[src/cav_pkg.sv]
// shared constants for the address forming and interrupt vectoring unit
package cav_pkg;
    localparam int AW = 16;
    localparam int PAW = 20;
    localparam logic [7:0] VEC_DIV = 8'h00;
    localparam logic [7:0] VEC_STEP = 8'h01;
    localparam logic [7:0] VEC_NMI = 8'h02;
    localparam logic [7:0] VEC_BRK = 8'h03;
    localparam logic [7:0] VEC_OVF = 8'h04;
    localparam logic [7:0] VEC_BOUND = 8'h05;
    localparam logic [7:0] VEC_UNUSED = 8'h06;
    localparam logic [7:0] VEC_ESC = 8'h07;
    localparam logic [7:0] VEC_TMR0 = 8'h08;
    localparam logic [7:0] VEC_DMA0 = 8'h0a;
    localparam logic [7:0] VEC_DMA1 = 8'h0b;
    localparam logic [7:0] VEC_EXT0 = 8'h0c;
    localparam logic [7:0] VEC_NUM = 8'h10;
    localparam logic [7:0] VEC_TMR1 = 8'h12;
    localparam logic [7:0] VEC_TMR2 = 8'h13;
    localparam logic [7:0] VEC_RSV_LAST = 8'h1f;
    localparam logic [15:0] PORT_RSV_LO = 16'h00f8;
    localparam logic [15:0] PORT_RSV_HI = 16'h00ff;
    localparam int VEC_SHIFT = 2;
    localparam logic [15:0] CS_WORD_OFS = 16'h0002;
    localparam int FLAG_IE = 9;
    localparam int FLAG_TS = 8;
    localparam int NSRC = 13;
    // base register select
    typedef enum logic [1:0] {CAV_BASE_NONE, CAV_BASE_GEN,
                              CAV_BASE_FRAME} cav_base_e;
    typedef enum logic [1:0] {CAV_IDX_NONE, CAV_IDX_SRC,
                              CAV_IDX_DST} cav_idx_e;
    typedef enum logic [1:0] {CAV_DISP_NONE, CAV_DISP_8,
                              CAV_DISP_16} cav_disp_e;
    typedef enum logic [1:0] {CAV_SEG_ES, CAV_SEG_CS, CAV_SEG_SS,
                              CAV_SEG_DS} cav_seg_e;
    typedef enum logic [2:0] {CAV_IDLE, CAV_ACK, CAV_PUSH_FL, CAV_PUSH_CS,
                              CAV_PUSH_IP, CAV_RD_IP, CAV_RD_CS,
                              CAV_DONE} cav_state_e;
endpackage

[src/cav_unit.sv]
// effective address forming and interrupt vectoring unit
// How it works
// - offset sum in 16 bits, carry dropped
// - 8-bit displacement sign extended first
// - 27 memory modes from base/index/disp
// - address from segment plus offset, override
// - io port from 8-bit field or register
// - push status, code segment, pointer
// - escape trap returns to escape or prefix
// - other exceptions return to next instruction
// - 256 vectors, types 0..31 reserved
// - vector address is type times four
// - internal vectors; cascaded controller gives byte
// - hardware requests sampled at instruction end
// - nesting allowed once interrupts re-enabled
// - divide overflow raises type 0
// - trap step raises type 1 unless no_step_instr
// - stepping vector clears trap step flag
// - predefined exception types and priorities
// - peripheral and external types and priorities
// - nmi clears enable, no acknowledge
`timescale 1ns/1ps
module cav_unit
    import cav_pkg::*;
(
    // clock and reset
    input wire logic clk,
    input wire logic rst,
    // operand address request
    input wire cav_base_e base_sel,
    input wire cav_idx_e idx_sel,
    input wire cav_disp_e disp_sel,
    input wire logic [15:0] disp,
    input wire logic [15:0] base_reg_general,
    input wire logic [15:0] stack_frame_base_reg,
    input wire logic [15:0] source_index_reg,
    input wire logic [15:0] destination_index_reg,
    input wire logic string_op,
    input wire logic seg_override,
    input wire cav_seg_e seg_override_sel,
    input wire logic [15:0] seg_es,
    input wire logic [15:0] seg_cs,
    input wire logic [15:0] seg_ss,
    input wire logic [15:0] seg_ds,
    // io port request
    input wire logic port_from_reg,
    input wire logic [7:0] port_imm,
    input wire logic [15:0] port_address_reg,
    // instruction boundary and exceptions
    input wire logic instr_end,
    input wire logic [15:0] instruction_pointer_reg,
    input wire logic [15:0] next_ip,
    input wire logic [15:0] escape_ip,
    input wire logic [15:0] status_word,
    input wire logic [15:0] stack_ptr,
    input wire logic div_overflow,
    input wire logic sw_int,
    input wire logic [7:0] sw_int_type,
    input wire logic ovf_trap,
    input wire logic bound_fail,
    input wire logic unused_op,
    input wire logic coprocessor_escape_opcode,
    input wire logic esc_trap_en,
    input wire logic numerics_err,
    input wire logic no_step_instr,
    // hardware sources
    input wire logic nmi_req,
    input wire logic [2:0] timer_req,
    input wire logic [1:0] dma_req,
    input wire logic [3:0] ext_req,
    input wire logic [3:0] ext_cascaded,
    // memory port for stack and vector table
    input wire logic mem_ready,
    input wire logic [15:0] mem_rdata,
    input wire logic [7:0] ack_vector,
    // address outputs
    output logic [15:0] eff_offset,
    output logic [19:0] phys_addr,
    output logic [15:0] io_port,
    output logic io_reserved,
    // vectoring outputs
    output logic busy,
    output logic ack_cycle,
    output logic mem_req,
    output logic mem_write,
    output logic [19:0] mem_addr,
    output logic [15:0] mem_wdata,
    output logic vec_done,
    output logic [7:0] vec_type,
    output logic [15:0] new_ip,
    output logic [15:0] new_cs,
    output logic [15:0] new_status
);
    typedef struct packed {
        cav_state_e st;
        logic [7:0] vtype;
        logic [15:0] ret_ip;
        logic [15:0] sp;
        logic [15:0] ip;
        logic [15:0] cs;
        logic [15:0] flags;
        logic done;
        logic [4:0] pin_s1;
        logic [4:0] pin_s2;
        logic [4:0] pin_s3;
        logic [4:0] pin_seen;
    } cav_state_s;

    cav_state_s q, next_q;
    logic [15:0] disp16, base_v, idx_v, seg_v, vaddr;
    logic [NSRC-1:0] hw_req;
    logic [7:0] hw_type [NSRC];
    logic hw_any, hw_ext;
    logic [7:0] hw_vec;
    logic [$clog2(NSRC)-1:0] hw_idx;
    logic nmi_pin;
    logic [3:0] ext_pin;

    function automatic logic [19:0] phys(input logic [15:0] s,
                                         input logic [15:0] o);
        phys = {s, 4'h0} + {4'h0, o};
    endfunction

    // address forming
    always_comb begin
        disp16 = 16'h0000;
        if (disp_sel == CAV_DISP_8) begin
            disp16 = {{8{disp[7]}}, disp[7:0]};
        end else if (disp_sel == CAV_DISP_16) begin
            disp16 = disp;
        end
        base_v = 16'h0000;
        if (base_sel == CAV_BASE_GEN) begin
            base_v = base_reg_general;
        end else if (base_sel == CAV_BASE_FRAME) begin
            base_v = stack_frame_base_reg;
        end
        idx_v = 16'h0000;
        if (idx_sel == CAV_IDX_SRC) begin
            idx_v = source_index_reg;
        end else if (idx_sel == CAV_IDX_DST) begin
            idx_v = destination_index_reg;
        end
        // any mix of the three parts; carry out of bit 15 is lost
        eff_offset = 16'(disp16 + base_v + idx_v);
        // implicit choice: frame base uses stack, string dest uses extra
        if (seg_override) begin
            seg_v = (seg_override_sel == CAV_SEG_ES) ? seg_es :
                    (seg_override_sel == CAV_SEG_CS) ? seg_cs :
                    (seg_override_sel == CAV_SEG_SS) ? seg_ss : seg_ds;
        end else if (base_sel == CAV_BASE_FRAME) begin
            seg_v = seg_ss;
        end else if (string_op && idx_sel == CAV_IDX_DST) begin
            seg_v = seg_es;
        end else begin
            seg_v = seg_ds;
        end
        phys_addr = phys(seg_v, eff_offset);
        io_port = port_from_reg ? port_address_reg
                                : {8'h00, port_imm};
        // only reported; keeping off these ports is software's duty
        io_reserved = io_port >= PORT_RSV_LO
                      && io_port <= PORT_RSV_HI;
    end

    // hardware sources in default priority order, highest first
    assign {nmi_pin, ext_pin} = q.pin_seen;
    assign hw_req = {ext_pin, dma_req, timer_req, nmi_pin,
                     3'b000};
    assign hw_type[0] = 8'h00;
    assign hw_type[1] = 8'h00;
    assign hw_type[2] = 8'h00;
    assign hw_type[3] = VEC_NMI;
    assign hw_type[4] = VEC_TMR0;
    assign hw_type[5] = VEC_TMR1;
    assign hw_type[6] = VEC_TMR2;
    assign hw_type[7] = VEC_DMA0;
    assign hw_type[8] = VEC_DMA1;
    generate
        for (genvar g = 0; g < 4; g++) begin : g_ext
            assign hw_type[9 + g] = 8'(VEC_EXT0 + g);
        end
    endgenerate

    always_comb begin
        hw_any = 1'b0;
        hw_idx = '0;
        for (int i = NSRC - 1; i >= 0; i--) begin
            if (hw_req[i]) begin
                hw_any = 1'b1;
                hw_idx = ($clog2(NSRC))'(i);
            end
        end
        hw_vec = hw_type[hw_idx];
        hw_ext = hw_idx >= 4'(9) && ext_cascaded[2'(hw_idx - 4'(9))];
    end

    assign vaddr = 16'(q.vtype) << VEC_SHIFT;

    always_comb begin
        next_q = q;
        next_q.done = 1'b0;
        // pins are asynchronous: three stages, taken when last two agree
        next_q.pin_s1 = {nmi_req, ext_req};
        next_q.pin_s2 = q.pin_s1;
        next_q.pin_s3 = q.pin_s2;
        next_q.pin_seen = (q.pin_s2 & q.pin_s3)
                          | (q.pin_seen & (q.pin_s2 | q.pin_s3));
        case (q.st)
            CAV_IDLE: begin
                // only at instruction end; software first
                if (instr_end) begin
                    next_q.sp = stack_ptr;
                    next_q.flags = status_word;
                    next_q.ret_ip = next_ip;
                    next_q.st = CAV_PUSH_FL;
                    if (div_overflow) begin
                        next_q.vtype = VEC_DIV;
                    end else if (coprocessor_escape_opcode
                                 && esc_trap_en) begin
                        next_q.vtype = VEC_ESC;
                        next_q.ret_ip = escape_ip;
                    end else if (unused_op) begin
                        next_q.vtype = VEC_UNUSED;
                    end else if (bound_fail) begin
                        next_q.vtype = VEC_BOUND;
                    end else if (ovf_trap) begin
                        next_q.vtype = VEC_OVF;
                    end else if (numerics_err) begin
                        next_q.vtype = VEC_NUM;
                    end else if (sw_int) begin
                        next_q.vtype = sw_int_type;
                    end else if (status_word[FLAG_TS] && !no_step_instr) begin
                        next_q.vtype = VEC_STEP;
                    end else if (nmi_pin) begin
                        next_q.vtype = VEC_NMI;
                    end else if (hw_any && status_word[FLAG_IE]) begin
                        // enable flag gates nesting
                        next_q.vtype = hw_vec;
                        if (hw_ext) begin
                            next_q.st = CAV_ACK;
                        end
                    end else begin
                        next_q.st = CAV_IDLE;
                    end
                end
            end
            CAV_ACK: begin
                if (mem_ready) begin
                    next_q.vtype = ack_vector;
                    next_q.st = CAV_PUSH_FL;
                end
            end
            CAV_PUSH_FL, CAV_PUSH_CS, CAV_PUSH_IP: begin
                if (mem_ready) begin
                    next_q.sp = 16'(q.sp - CS_WORD_OFS);
                    next_q.st = (q.st == CAV_PUSH_FL) ? CAV_PUSH_CS :
                                (q.st == CAV_PUSH_CS) ? CAV_PUSH_IP
                                                      : CAV_RD_IP;
                end
            end
            CAV_RD_IP: begin
                if (mem_ready) begin
                    next_q.ip = mem_rdata;
                    next_q.st = CAV_RD_CS;
                end
            end
            CAV_RD_CS: begin
                if (mem_ready) begin
                    next_q.cs = mem_rdata;
                    next_q.st = CAV_DONE;
                end
            end
            default: begin
                next_q.done = 1'b1;
                next_q.st = CAV_IDLE;
            end
        endcase
    end

    always_ff @(posedge clk) begin
        if (rst) begin
            q <= '0;
        end else begin
            q <= next_q;
        end
    end

    // memory port driven from state; the sp copy is the pre-push value
    always_comb begin
        ack_cycle = q.st == CAV_ACK;
        mem_req = q.st inside {CAV_PUSH_FL, CAV_PUSH_CS, CAV_PUSH_IP,
                               CAV_RD_IP, CAV_RD_CS};
        mem_write = q.st inside {CAV_PUSH_FL, CAV_PUSH_CS, CAV_PUSH_IP};
        mem_addr = phys(seg_ss, 16'(q.sp - CS_WORD_OFS));
        mem_wdata = 16'h0000;
        case (q.st)
            CAV_PUSH_FL: mem_wdata = q.flags;
            CAV_PUSH_CS: mem_wdata = seg_cs;
            CAV_PUSH_IP: mem_wdata = q.ret_ip;
            CAV_RD_IP: mem_addr = {4'h0, vaddr};
            CAV_RD_CS: mem_addr = {4'h0, 16'(vaddr + CS_WORD_OFS)};
            default: mem_wdata = 16'h0000;
        endcase
    end

    assign busy = q.st != CAV_IDLE;
    assign vec_done = q.done;
    assign vec_type = q.vtype;
    assign new_ip = q.ip;
    assign new_cs = q.cs;
    // every vectoring masks interrupts and stops stepping
    assign new_status = q.flags & ~(16'(1) << FLAG_IE)
                        & ~(16'(1) << FLAG_TS);
endmodule

[config.mk]
export PLATFORM = sky130hd
export DESIGN_NAME = cav_unit
export DESIGN_NICKNAME = d
export VERILOG_FILES = /design/src/cav_pkg.sv /design/src/cav_unit.sv
export SDC_FILE = /design/constraint.sdc
export NUM_CORES = 1
export LEC_CHECK = 0
export BUFFER_PORTS_ARGS = -buffer_cell sky130_fd_sc_hd__buf_4
export CORE_AREA = 2 2 183 185
export DETAILED_ROUTE_END_ITERATION = 10
export DIE_AREA = 0 0 185 187
export GPL_TIMING_DRIVEN = 1
export PLACE_DENSITY = 0.59
export SYNTH_ARGS = -nofsm -noshare
export SYNTH_HDL_FRONTEND = slang
export SYNTH_SLANG_ARGS = --single-unit
[constraint.sdc]
create_clock -name clk -period 6.18 [get_ports clk]
set_input_delay 0.309 -clock clk [delete_from_list [all_inputs] [get_ports clk]]
set_output_delay 0.309 -clock clk [all_outputs]
set_load 0.01 [all_outputs]
==> results.cfg <==
[pwr]
powerDensity_mw_per_mm2 = 252.3
clkPwrFrac_pct = 21.0
combPwrFrac_pct = 54.8
ir_worst_vdd_mv = 0.1563
p_int_mw = 2.029
p_sw_share_pct = 39.34
p_sw_mw = 1.316
seqPwrFrac_pct = 24.3
p_leak_nw = 5.936

[floorplan]
top_level_ports = 468
die-area_mm2 = 0.03460
initial_core_util_pct = 29.20
coreArea_mm2 = 0.03286
rows = 67
fp.dieW_um = 185
chipHeight_um = 187

[timing]
rsz0062_at_grt = no
whs_ps = 162.9
finalMaxSlewViolations = 0
tightest_slew_ps = 1132
finClkSkew_ps = 11.17
max-slew-margin-rel_pct = 24.22
hold_violations = 0
setup_slack_ps = 724.9
fmax_mhz = 183.3
fin_crit_ps = 5455
fin_crit_sh_pct = 88.27
tns_ps = 0
setup_viol = 0

[clock_tree]
hold_buffers = 0
cts_tree = done
cts_resized = 0
cts_buffer_depth = 2
cts.sinks = 112
clkLatencyLatePin_ps = 360
numCtsBuffers = 9
postCtsSetupBuffers = 0
htreeDepth = 3
root_buffer = clkbuf_16
clk_pin_slew_ps = 80

[setup_path]
timing.rr.end = q[76]
cp-end-kind = primary output
r2r_slack_ps = 2760
start_kind = input pin
worst_ep_required_time_ps = 5870
reg2reg_from = q[111]
path_max_fanout = 6
critPathArrivalTime_ps = 5150
r2r_cells = 8
crit_type = input pin to primary output

[min_path]
min_from = ext_req[0]
hold_path_end = next_q[10]
hold_path_depth = 2
hold_class = input pin to flip-flop

[drt]
ant_nets = 0
drt_iter0_drc = 624
wl_mm = 39.44
drt-vias-per-instance = 5.069
drt_pre_antenna_iters = 5
num_vias = 10390
drc = 0
wl_per_cell_um = 19.24

[finish]
drive_gt1_share_pct = 32.69
fin_nets = 1974
finalInstanceArea_mm2 = 0.01326
syn2layout_area_growth_pct = 38.18
fillers = 3467

[yosys]
yosysTopAreaCellShare_pct = 23.37
yosys_warnings = 0
synth_area_mm2 = 0.009594
yosysTopAreaCell = dfxtp_1
ys_seq_elements = 112
synth_area_leaders = dfxtp_1 23%, nand2_1 7.7%, a21oi_1 7.3%
synthCells = 1257
synth_edf_count = 0
yosysMostFrequentCell = nand2_1
synth_common_cells = 198 x nand2_1, 139 x a21oi_1, 112 x dfxtp_1, 88 x nor2_1, 69 x o21ai_0
seq_area_frac_synth_pct = 23.37
synth.avg_cell_area_um2 = 7.633
ys_types = 66
synthFlopType = dfxtp_1
async_reset_ff_share_pct = 0

[status]
outcome = finished clean

[grt]
grt_pass1_wl_mm = 57.62
groute.usage.overall_pct = 21.83
antenna_found_initial = 2
grt_pass1_vias = 9991
grt-ovfl-total = 0
grt_max_degree = 61

[placed_design]
pre_cts_ws_ps = 773.9
placed_cell_area_mm2 = 0.01289
dp_hpwl_mm = 32.36
gp_congestion = 0.8897
io_buffers = 449

[job]
maxCapViolations = 0
## metal layers
layer	track usage, %	share of wire, %	vias up
met3	4.498	7.8	38
met5	0	0	-
met2	39.64	51	452
li1	-	-	5098
met1	25.07	39	4803
met4	7.753	2.7	0
## worst max-delay path by stage
stage,start,to,slack (ps),depth (start not counted)
global route,disp_sel[0],phys_addr[19],370,21
detailed placement,idx_sel[0],phys_addr[19],770,21
floorplan,idx_sel[1],phys_addr[19],820,22
CTS,idx_sel[0],phys_addr[19],770,21
finish,idx_sel[0],phys_addr[19],720,21
global placement,idx_sel[0],phys_addr[19],840,21
## layout by cell type (no fill, tap or decap), drive strengths merged, types with 11 or more instances in the layout
master,netlist,final
buf,75,460
nand2,198,198
a21oi,139,139
dfxtp,112,112
nor2,88,88
o21ai,70,70
inv,42,45
ha,43,43
nand3,35,35
mux2i,35,35
a211oi,33,33
a22oi,32,32
xnor2,26,26
nor2b,26,26
nor3,22,22
xor2,19,19
fa,18,18
mux4,17,17
a21o,15,15
o21a,14,14
and2,13,13
a311oi,12,12
a31oi,11,11
## through the flow
stage | utilization [%] | instances | power [mW]
after floorplan | - | 1258 | 1.882
after global placement | 39.23 | 2032 | 2.641
after detailed placement | 39.23 | 2032 | 2.662
after CTS | 40.33 | 2048 | 3.377
after global routing | 40.34 | 2050 | 3.585
final | 40.34 | 2050 | 3.345
## cell families (layout without fill, tap and decap cells)
family          Yosys count  count (layout)  synth area share, %
xor+xnor                 45              45                4.108
fa+ha+maj                61              61                9.364
buf+inv                 176             518                9.416
other cells               1               4              0.03909
compound gates          370             370                24.69
simple gates            431             431                20.32
flops                   112             112                23.37
mux                      61              61                8.699
## cell type report
cell class                 instances  area, µm²  area share [%]
multi-input combinational        970       6477           48.86
timing repair buffer             460       3453           26.05
sequential                       112       2243           16.92
tap                              448      560.5           4.228
clock buffer                       9      225.2           1.699
inverter                          42      157.7           1.189
clock inverter                     7      135.1           1.019
antenna                            2      5.005         0.03775
## power groups by stage
stage | Sequential [mW] | Clock, mW | Combinational (mW)
final | 0.812 | 0.702 | 1.83
after global routing | 0.819 | 0.756 | 2.01
after CTS | 0.811 | 0.724 | 1.84
after detailed placement | 0.827 | 0 | 1.83
after global placement | 0.826 | 0 | 1.82
after floorplan | 0.803 | 0 | 1.08
## registers in the layout, indices dropped and copies added (netlist names)
signal and count:
q 42, new_cs 16, new_ip 16, new_status 14, next_q 10, vec_type 8, ext_pin 4, hw_req 1
vec_done 1
## critical path, stage by stage
cell      delay (ps)
buf_4            120
nor2b_2          410
a22oi_1          210
fa_1             490
inv_1             60
ha_1             200
inv_1             80
fa_1             460
nor2b_1          170
o31a_1           210
o41a_1           220
a21oi_1          100
xnor2_1          230
ha_1             300
o21a_1           200
o31ai_1          110
o31ai_1          520
o221ai_1         280
nor2_1           180
xnor2_1          130
buf_4            140
Note: power is estimated with default switching activity, not from simulation.
